`src/hw/nirq_pkg.sv`:
```
// Summary of operation
// RULE1 - maskable request taken only when its level is strictly below current; top wins
// RULE2 - current_priority_level resets to 7, the lowest priority
// RULE3 - mode bit clear at reset: concurrent, level never changed on acknowledge
// RULE4 - nested acknowledge sets stack bit indexed by the running level
// RULE5 - nested acknowledge then loads level with the acknowledged request's level
// RULE6 - entry: clear enable, swap level, push pc low, high, segment, flags, vector
// RULE7 - entry copies irq segment if saving, else fetch uses irq segment until return
// RULE8 - nested return pops flags, segment, pc high, low, sets enable, restores level
// RULE9 - restore takes lowest set stack bit as level and clears that bit
// RULE10 - without segment save, return reverts to code segment unless still nested
// RULE11 - software should enable interrupts inside routines only in nested mode
// RULE12 - concurrent nesting needs segment save or equal segment registers
// RULE13 - eight external channels in pairs A to D, even and odd
// RULE14 - edge select one sets pending on rising edge, zero on falling edge
// RULE15 - each external channel has its own mask bit blocking its request
// RULE16 - pair bits give even level to even channel, next odd level to odd
// RULE17 - channel a0 from pin zero when select one, else timer watchdog
// RULE18 - channel d0 from pin six when select zero, else clock unit
// RULE19 - top source is nmi pin when select high, else watchdog end of count
// RULE20 - nmi pin edge: rising when top edge select set, else falling
// RULE21 - selected top event sets top_pending
// RULE22 - maskable top path needs top_maskable_enable and global enable both set
// RULE23 - nonmaskable enable is set-only, cleared by reset, ignores global enable
// RULE24 - top routine blocks every other request, including another top request
// RULE25 - top entry and return leave enable, level and stack untouched
package nirq_pkg;

    // ------------------------------------------------------------
    // register indices; byte address is four times the index
    // ------------------------------------------------------------
    localparam logic [7:0] NIRQ_IDX_CENTRAL = 8'he6;
    localparam logic [7:0] NIRQ_IDX_EDGE    = 8'hf2;
    localparam logic [7:0] NIRQ_IDX_PEND    = 8'hf3;
    localparam logic [7:0] NIRQ_IDX_MASK    = 8'hf4;
    localparam logic [7:0] NIRQ_IDX_PRIO    = 8'hf5;
    localparam logic [7:0] NIRQ_IDX_VSEL    = 8'hf6;
    localparam logic [7:0] NIRQ_IDX_STACK   = 8'hf7;

    // ------------------------------------------------------------
    // field positions
    // ------------------------------------------------------------
    localparam int NIRQ_CTL_SSE   = 3;
    localparam int NIRQ_CTL_GIE   = 4;
    localparam int NIRQ_CTL_TME   = 5;
    localparam int NIRQ_CTL_TPND  = 6;
    localparam int NIRQ_CTL_MODE  = 7;
    localparam int NIRQ_VS_D0     = 0;
    localparam int NIRQ_VS_A0     = 1;
    localparam int NIRQ_VS_TSRC   = 2;
    localparam int NIRQ_VS_TEDGE  = 3;
    localparam int NIRQ_STK_TNME  = 7;
    localparam int NIRQ_CH_A0     = 0;
    localparam int NIRQ_CH_D0     = 6;

    // ------------------------------------------------------------
    // reset values and the fixed top level vector
    // ------------------------------------------------------------
    localparam logic [2:0] NIRQ_LVL_RST  = 3'h7;
    localparam logic [7:0] NIRQ_VSEL_RST = 8'h06;
    localparam logic [7:0] NIRQ_TOP_VEC  = 8'h00;

    // entry and return sequencer steps
    typedef enum logic [3:0] {
        NIRQ_IDLE, NIRQ_PCL, NIRQ_PCH, NIRQ_SEG, NIRQ_FLG, NIRQ_VEC,
        NIRQ_RFLG, NIRQ_RSEG, NIRQ_RPCH, NIRQ_RPCL, NIRQ_REND
    } nirq_seq_t;

endpackage : nirq_pkg

```
`src/hw/nirq_unit.sv`:
```
// Our own choice: the Wishbone register port.
`timescale 1ns/100ps
`default_nettype none
module nirq_unit
    import nirq_pkg::*;
(
    input  wire logic        CLK_SYS,
    input  wire logic        RST_B,
    input  wire logic        WB_CYC,
    input  wire logic        WB_STB,
    input  wire logic        WB_WE,
    input  wire logic [9:0]  WB_ADR,
    input  wire logic [3:0]  WB_SEL,
    input  wire logic [31:0] WB_DAT_I,
    output logic      [31:0] WB_DAT_O,
    output logic             WB_ACK,
    input  wire logic [7:0]  EXT_PIN,
    input  wire logic        NMI_PIN,
    input  wire logic        TIMER_IRQ,
    input  wire logic        CLKU_IRQ,
    input  wire logic        WDG_EOC,
    input  wire logic        CPU_ACK,
    input  wire logic        CPU_IRET,
    input  wire logic        CPU_EN_IRQ,
    input  wire logic        CPU_DI,
    output logic             IRQ_REQ,
    output logic             IRQ_TOP,
    output logic      [7:0]  IRQ_VECTOR,
    output var nirq_seq_t    SEQ_STEP,
    output logic             SEG_LOAD,
    output logic             FETCH_IRQ_SEG
);

    // ------------------------------------------------------------
    // whole state of the unit
    // ------------------------------------------------------------
    typedef struct packed {
        logic [2:0] run_lvl;
        logic       gie;
        logic       top_men;
        logic       top_pnd;
        logic       mode;
        logic       sse;
        logic [6:0] stk;
        logic       top_nme;
        logic [7:0] edg;
        logic [7:0] pend;
        logic [7:0] msk;
        logic [7:0] prio;
        logic [7:0] vsel;
        logic [8:0] s1;
        logic [8:0] s2;
        logic [8:0] s3;
        logic       top_act;
        logic       irq_seg;
        logic [3:0] depth;
        nirq_seq_t  seq;
        logic       req;
        logic       req_top;
        logic [2:0] req_lvl;
        logic [2:0] req_ch;
        logic [7:0] vec;
        logic       ack;
        logic [7:0] rdat;
    } nirq_st_t;

    nirq_st_t r_reg;
    nirq_st_t r_next;
    logic     take;
    logic     wr_now;
    logic     top_ok;

    // ------------------------------------------------------------
    // next-state logic
    // ------------------------------------------------------------
    always_comb
    begin
        logic [8:0] rise;
        logic [8:0] fall;
        logic [7:0] ev;
        logic       top_ev;
        logic       win;
        logic       ext_ok;
        logic [2:0] wl;
        logic [2:0] wc;
        logic [2:0] lvl;
        logic [7:0] idx;
        logic [7:0] wd;
        logic [3:0] dleft;
        r_next = r_reg;
        top_ev = 1'b0;
        ext_ok = 1'b0;
        rise   = r_reg.s2 & ~r_reg.s3;
        fall   = ~r_reg.s2 & r_reg.s3;
        ev     = '0;
        win    = 1'b0;
        wl     = 3'h7;
        wc     = 3'h0;
        lvl    = 3'h0;
        idx    = WB_ADR[9:2];
        wd     = WB_DAT_I[7:0];
        dleft  = r_reg.depth - 4'h1;

        // two-flop synchronisers, third stage only for edges
        r_next.s1 = {NMI_PIN, EXT_PIN};
        r_next.s2 = r_reg.s1;
        r_next.s3 = r_reg.s2;

        // pin edges chosen per channel, eight channels in four pairs [RULE13]
        for (int i = 0; i < 8; i++)
        begin
            ev[i] = r_reg.edg[i] ? rise[i] : fall[i]; // [RULE14]
        end
        if (!r_reg.vsel[NIRQ_VS_A0])
        begin
            ev[NIRQ_CH_A0] = TIMER_IRQ; // [RULE17]
        end
        if (r_reg.vsel[NIRQ_VS_D0])
        begin
            ev[NIRQ_CH_D0] = CLKU_IRQ; // [RULE18]
        end
        top_ev = r_reg.vsel[NIRQ_VS_TSRC]                              // [RULE19]
               ? (r_reg.vsel[NIRQ_VS_TEDGE] ? rise[8] : fall[8])   // [RULE20]
               : WDG_EOC;

        // lowest level wins; lower channel index wins a tie (daisy chain)
        for (int i = 0; i < 8; i++)
        begin
            lvl = {r_reg.prio[6 - 2 * (i / 2) +: 2], 1'(i % 2)}; // [RULE16]
            if (r_reg.pend[i] && r_reg.msk[7 - i] && (!win || lvl < wl)) // [RULE15]
            begin
                win = 1'b1;
                wl  = lvl;
                wc  = 3'(i);
            end
        end
        top_ok = r_reg.top_pnd && !r_reg.top_act                    // [RULE24]
               && ((r_reg.top_men && r_reg.gie) || r_reg.top_nme);  // [RULE22] [RULE23]
        ext_ok = win && r_reg.gie && (wl < r_reg.run_lvl) && !r_reg.top_act; // [RULE1]
        r_next.req     = (top_ok || ext_ok) && (r_reg.seq == NIRQ_IDLE);
        r_next.req_top = top_ok;
        r_next.req_lvl = wl;
        r_next.req_ch  = wc;
        r_next.vec     = top_ok ? NIRQ_TOP_VEC : {r_reg.vsel[7:4], wc, 1'b0};

        // ack only if the offered winner still stands this cycle
        take = CPU_ACK && r_reg.req && (r_reg.seq == NIRQ_IDLE)
             && (r_reg.req_top ? top_ok : (!top_ok && ext_ok && wc == r_reg.req_ch));

        // bus slave: one wait state, write lands on the ack edge
        wr_now      = WB_CYC && WB_STB && WB_WE && r_reg.ack && WB_SEL[0];
        r_next.ack  = WB_CYC && WB_STB && !r_reg.ack;
        if (WB_CYC && WB_STB && !r_reg.ack)
        begin
            case (idx)
                NIRQ_IDX_CENTRAL: r_next.rdat = {r_reg.mode, r_reg.top_pnd, r_reg.top_men,
                                                 r_reg.gie, r_reg.sse, r_reg.run_lvl};
                NIRQ_IDX_EDGE:    r_next.rdat = r_reg.edg;
                NIRQ_IDX_PEND:    r_next.rdat = r_reg.pend;
                NIRQ_IDX_MASK:    r_next.rdat = r_reg.msk;
                NIRQ_IDX_PRIO:    r_next.rdat = r_reg.prio;
                NIRQ_IDX_VSEL:    r_next.rdat = r_reg.vsel;
                NIRQ_IDX_STACK:   r_next.rdat = {r_reg.top_nme, r_reg.stk};
                default:          r_next.rdat = 8'h00;
            endcase
        end
        if (wr_now)
        begin
            case (idx)
                NIRQ_IDX_CENTRAL:
                begin
                    r_next.run_lvl = wd[2:0];
                    r_next.sse     = wd[NIRQ_CTL_SSE];
                    r_next.gie     = wd[NIRQ_CTL_GIE];
                    r_next.top_men = wd[NIRQ_CTL_TME];
                    r_next.top_pnd = wd[NIRQ_CTL_TPND];
                    r_next.mode    = wd[NIRQ_CTL_MODE];
                end
                NIRQ_IDX_EDGE:  r_next.edg  = wd;
                NIRQ_IDX_PEND:  r_next.pend = wd;
                NIRQ_IDX_MASK:  r_next.msk  = wd;
                NIRQ_IDX_PRIO:  r_next.prio = wd;
                NIRQ_IDX_VSEL:  r_next.vsel = wd;
                NIRQ_IDX_STACK:
                begin
                    r_next.stk     = wd[6:0];
                    r_next.top_nme = r_reg.top_nme | wd[NIRQ_STK_TNME]; // [RULE23]
                end
                default: ;
            endcase
        end

        // core instructions for the global enable
        if (CPU_EN_IRQ)
        begin
            r_next.gie = 1'b1;
        end
        if (CPU_DI)
        begin
            r_next.gie = 1'b0;
        end

        // acknowledge: the level swap happens before any push
        if (take)
        begin
            r_next.seq = NIRQ_PCL;
            r_next.depth = (r_reg.depth == 4'hf) ? r_reg.depth : r_reg.depth + 4'h1;
            r_next.irq_seg = !r_reg.sse; // [RULE7]
            if (r_reg.req_top)
            begin
                r_next.top_act = 1'b1;  // [RULE25]
                r_next.top_pnd = 1'b0;
            end
            else
            begin
                r_next.gie = 1'b0; // [RULE6]
                r_next.pend[r_reg.req_ch] = 1'b0;
                if (r_reg.mode) // [RULE3]
                begin
                    if (r_reg.run_lvl != NIRQ_LVL_RST)
                    begin
                        r_next.stk[r_reg.run_lvl] = 1'b1; // [RULE4]
                    end
                    r_next.run_lvl = r_reg.req_lvl; // [RULE5]
                end
            end
        end

        // push, vector load, then the pop order of the return
        case (r_reg.seq)
            NIRQ_IDLE: if (CPU_IRET && !take) r_next.seq = NIRQ_RFLG;
            NIRQ_PCL:  r_next.seq = NIRQ_PCH; // [RULE6]
            NIRQ_PCH:  r_next.seq = r_reg.sse ? NIRQ_SEG : NIRQ_FLG;
            NIRQ_SEG:  r_next.seq = NIRQ_FLG;
            NIRQ_FLG:  r_next.seq = NIRQ_VEC;
            NIRQ_VEC:  r_next.seq = NIRQ_IDLE;
            NIRQ_RFLG: r_next.seq = r_reg.sse ? NIRQ_RSEG : NIRQ_RPCH; // [RULE8]
            NIRQ_RSEG: r_next.seq = NIRQ_RPCH;
            NIRQ_RPCH: r_next.seq = NIRQ_RPCL;
            NIRQ_RPCL: r_next.seq = NIRQ_REND;
            NIRQ_REND:
            begin
                r_next.seq   = NIRQ_IDLE;
                r_next.depth = (r_reg.depth == 4'h0) ? r_reg.depth : dleft;
                // stay on the irq segment only when returning into a nested routine
                r_next.irq_seg = !r_reg.sse && r_reg.mode && r_reg.depth > 4'h1; // [RULE10]
                if (r_reg.top_act)
                begin
                    r_next.top_act = 1'b0; // [RULE25]
                end
                else
                begin
                    r_next.gie = 1'b1; // [RULE8]
                    if (r_reg.mode)
                    begin
                        r_next.run_lvl = NIRQ_LVL_RST;
                        for (int i = 6; i >= 0; i--)
                        begin
                            if (r_reg.stk[i])
                            begin
                                r_next.run_lvl = 3'(i); // [RULE9]
                            end
                        end
                        r_next.stk = r_reg.stk & (r_reg.stk - 7'h01); // [RULE9]
                    end
                end
            end
            default: r_next.seq = NIRQ_IDLE;
        endcase

        // hardware sets come last so they win over any clear
        r_next.pend = r_next.pend | ev; // [RULE14]
        if (top_ev)
        begin
            r_next.top_pnd = 1'b1; // [RULE21]
        end
    end

    // ------------------------------------------------------------
    // state register
    // ------------------------------------------------------------
    always_ff @(posedge CLK_SYS or negedge RST_B)
    begin
        if (!RST_B)
        begin
            r_reg      <= '0;
            r_reg.run_lvl <= NIRQ_LVL_RST; // [RULE2]
            r_reg.vsel <= NIRQ_VSEL_RST;
            r_reg.seq  <= NIRQ_IDLE;
        end
        else
        begin
            r_reg <= r_next;
        end
    end

    // outputs; request is withdrawn as soon as a sequence starts
    assign IRQ_REQ       = r_reg.req && (r_reg.seq == NIRQ_IDLE);
    assign IRQ_TOP       = r_reg.req_top;
    assign IRQ_VECTOR    = r_reg.vec;
    assign SEQ_STEP      = r_reg.seq;
    assign SEG_LOAD      = (r_reg.seq == NIRQ_VEC) && r_reg.sse; // [RULE7]
    assign FETCH_IRQ_SEG = r_reg.irq_seg;
    assign WB_ACK        = r_reg.ack;
    assign WB_DAT_O      = {24'h00_0000, r_reg.rdat};
endmodule : nirq_unit
`default_nettype wire

```
`config.mk`:
```
export PLATFORM = sky130hd
export DESIGN_NAME = nirq_unit
export DESIGN_NICKNAME = d
export VERILOG_FILES = /design/src/hw/nirq_pkg.sv /design/src/hw/nirq_unit.sv
export SDC_FILE = /design/constraint.sdc
export NUM_CORES = 1
export LEC_CHECK = 0
export CORE_MARGIN = 8
export CORE_UTILIZATION = 35
export DETAILED_ROUTE_END_ITERATION = 12
export DONT_BUFFER_PORTS = 1
export PLACE_DENSITY = 0.55
export SYNTH_ARGS = -nofsm -noshare
export SYNTH_HDL_FRONTEND = slang
export SYNTH_SLANG_ARGS = --single-unit
```
`constraint.sdc`:
```
create_clock -name CLK_SYS -period 22.7 [get_ports CLK_SYS]
set_input_delay 2.27 -clock CLK_SYS [delete_from_list [all_inputs] [get_ports CLK_SYS]]
set_output_delay 2.27 -clock CLK_SYS [all_outputs]
set_load 0.01 [all_outputs]
```
==> metrics.log <==
[metrics] TritonCTS clock tree: built
[metrics] data arrival time of the critical path: 9890 ps
[metrics] number of warnings issued by yosys: 0
[metrics] clock root buffer master: clkbuf_16
[metrics] final setup vio count: 0
[metrics] first-pass GRT wire length: 28.2 mm
[metrics] via density per instance: 5.73
[metrics] clock latency on the worst-skew pair: 420 ps
[metrics] final RePlAce weighted congestion: 0.906
[metrics] type of the worst min-delay path: flop to flop
[metrics] Longest Clk Path Bufs: 2
[metrics] run status: finished, final reports clean
[metrics] fin util: 38.2%
[metrics] peak fanout along the critical path: 14
[metrics] post-placement setup slack: 13110 ps
[metrics] CP Capture Type: flop
[metrics] antenna violations before repair: 1
[metrics] FP Rows: 50
[metrics] Initial Util: 35.2%
[metrics] clock transition time at the flip-flop clock pins of the worst setup and hold paths: 60 ps
[metrics] CP Buf/Inv Count: 3
[metrics] wire length after detailed routing: 17.8 mm
[metrics] largest net degree at the start of global routing: 118
[metrics] vias in the first global route: 4985
[metrics] number of flip-flops under the largest register name: 77
[metrics] switching portion of total power: 25.4%
[metrics] first-pass iteration count of the detailed router: 5
[metrics] number of H-tree levels: 4
[metrics] library cell with the largest summed area after synthesis: dfrtp_1
[metrics] flip-flop and latch count after synthesis: 117
[metrics] peak supply drop: 0.0493 mV
[metrics] path type of the worst setup path: flop to flop
[metrics] fraction of synthesis flops using an asynchronous set or reset pin: 100%
[metrics] biggest cell delay along the critical path: 610 ps
[metrics] Post-DP Area: 0.00648 mm^2
[metrics] netlist area before placement: 0.00649 mm^2
[metrics] Post CTS Setup Buffer Count: 0
[metrics] final worst path period share: 42.3%
[metrics] Max Clock Freq: 104 MHz
[metrics] average wire per standard cell: 20.8 um
[metrics] total power density per cell area: 77.5 mW/mm^2
[metrics] num ports: 116
[metrics] Layout Cells excl Fill: 856
[metrics] share of power burned in combinational logic: 8.3%
[metrics] share of Yosys cell area claimed by the top area cell type: 43.2%
[metrics] total routing usage reported by global routing: 15.5%
[metrics] DRT antenna net count: 0
[metrics] dpl hpwl: 13.2 mm
[metrics] overall die width: 152 um
[metrics] Total Die Area: 0.0232 mm^2
[metrics] final max-slew violation count: 0
[metrics] Slowest-stage cell, CP: and2_1
[metrics] CTS Buf Count: 17
[metrics] hold slack: 345 ps
[metrics] Post-Layout Inst Area: 0.00706 mm^2
[metrics] share of total power in the clock network: 48.0%
[metrics] flip-flop cell with the highest count after synthesis: dfrtp_1
[metrics] distinct cell type count after synthesis: 77
[metrics] GR Overflow Total: 0
[metrics] share of post-route cells with drive strength above 1: 15.3%
[metrics] remaining design rule violation count: 0
[metrics] max-capacitance violation count: 0
[metrics] synth-to-layout area growth: 8.65%
[metrics] post-route clock skew: 6.79 ps
[metrics] standard cell core area: 0.0185 mm^2
[metrics] total leakage power: 3.12 nW
[metrics] Req. time, crit path: 22990 ps
[metrics] net count of the finished layout: 690
[metrics] worst-case setup margin in the final layout: 13100 ps
[metrics] iteration-0 DRC count of the detailed router: 415
[metrics] worst slew margin relative to its limit: 11.9%
[metrics] count of endpoints failing hold in the final timing report: 0
[metrics] synthesized netlist cell count: 628
[metrics] clock sink total: 117
[metrics] final total power: 0.547 mW
[metrics] library cell with the highest instance count after synthesis: dfrtp_1
[metrics] setup TNS after final layout: 0 ps
[metrics] Switching Power: 0.139 mW
[metrics] Setup crit start kind: flop
[metrics] transition time at the pin with the least slew margin: 1310 ps
[metrics] die height: 152 um
[metrics] portion of the post-synthesis area used by sequential elements: 45.2%
[metrics] mean post-synth cell area: 10.3 um^2
[metrics] cell occurring most often along the worst timing path: ha_1
[metrics] part of the power in registers: 43.7%
[metrics] overall via count from detail_route: 4901
[metrics] most used standard cells in the synthesized netlist: 112 x dfrtp_1, 58 x nand2_1, 54 x nor2_1
[metrics] diodes inserted: 0
[metrics] cell internal power dissipation: 0.408 mW
[metrics] Resize count post-CTS: 0
[metrics] post-layout minimum cycle time: 9600 ps
[metrics] RSZ-0062 raised after global routing: no
[metrics] IO Port Bufs: 0
[metrics] EDFF count, synth: 0
[metrics] hold buffer count at cts: 0
[metrics] main area contributors after synthesis: dfrtp_1 43%, mux2_2 6.2%, buf_4 5.2%
[metrics] total instance count after detailed placement: 825
[metrics] family with the most delay on the worst path: compound AO/OA/AOI/OAI gates
-- power by group through the flow --
stage	Sequential, mW	Clock, mW	Combinational [mW]
floorplan	0.231	0	0.0533
global placement	0.241	0	0.0419
detailed placement	0.242	0	0.0445
CTS	0.239	0.267	0.0447
global route	0.241	0.275	0.0507
finish	0.239	0.263	0.0454
-- worst reg2reg max path: cells and delay by family, from the launching register on --
| kind | cells | cell delay, ps |
|---|---|---|
| DFF | 1 | 490 |
| AOI/OAI and AO/OA | 21 | 4830 |
| muxes | 1 | 270 |
| and+or+nand+nor | 9 | 1910 |
| buffers and inverters | 3 | 250 |
| adders and majority gates | 6 | 1700 |
-- cell usage in the layout (no fill, tap or decap), types with 6 or more instances in the layout --
cell type and count:
a31oi_1 6, and2_1 11, a222oi_1 9, nand4_1 8, o211ai_1 7, a211oi_1 9, nor3_1 10, a22o_1 8
nand2_1 58, a21o_1 6, mux2_2 36, nor2_1 54, dfrtp_1 112, a21oi_1 22, nand3_1 15, inv_1 19
mux2i_1 19, ha_1 13, clkbuf_16 17, mux4_2 8, conb_1 25, o21ai_0 25
-- final timing paths --
kind	from	end	slack (ps)	depth (start not counted)
max in group asynchronous	RST_B	r_reg[63]$_DFFE_PN1P_	20870	0
hold reg to reg	r_next[44]$_DFF_PN0_	r_next[35]$_DFF_PN0_	340	0
min in group asynchronous	RST_B	SEQ_STEP[3]$_DFFE_PN0P_	1550	0
setup / recovery	r_reg[85]$_DFFE_PN0P_	r_reg[88]$_DFF_PN0_	13100	40
hold / removal	r_next[44]$_DFF_PN0_	r_next[35]$_DFF_PN0_	340	0
setup reg to reg	r_reg[85]$_DFFE_PN0P_	r_reg[88]$_DFF_PN0_	13100	40
-- layout make-up --
type                    count  area (um^2)
fillers                  1811        11400
multi-input cells         452         3160
flip-flops and latches    117         2930
clock buffers              22          474
well taps                 234          293
clock inverters             9          103
inverters                  20         75.1
repair buffers              2         15.0
-- metal layers --
layer,part of all wire [%],vias to the layer above,track usage (%)
met1,42,2468,18.8
met2,49,180,25.9
li1,-,2227,-
met5,0.056,-,0
met3,7.0,24,4.62
met4,1.4,2,4.95
-- cell families after synthesis --
kind of cell | after synthesis | share of synthesized area (%)
buffers and inverters | 83 | 7.51
other | 1 | 0.0577
multiplexers | 63 | 11.9
AO/OA/AOI/OAI | 147 | 16.7
adder cells (fa/ha/maj) | 14 | 2.68
XOR/XNOR | 4 | 0.539
AND/OR/NAND/NOR | 199 | 15.4
flip-flops | 117 | 45.2
Power figures use the tool's default switching activity.
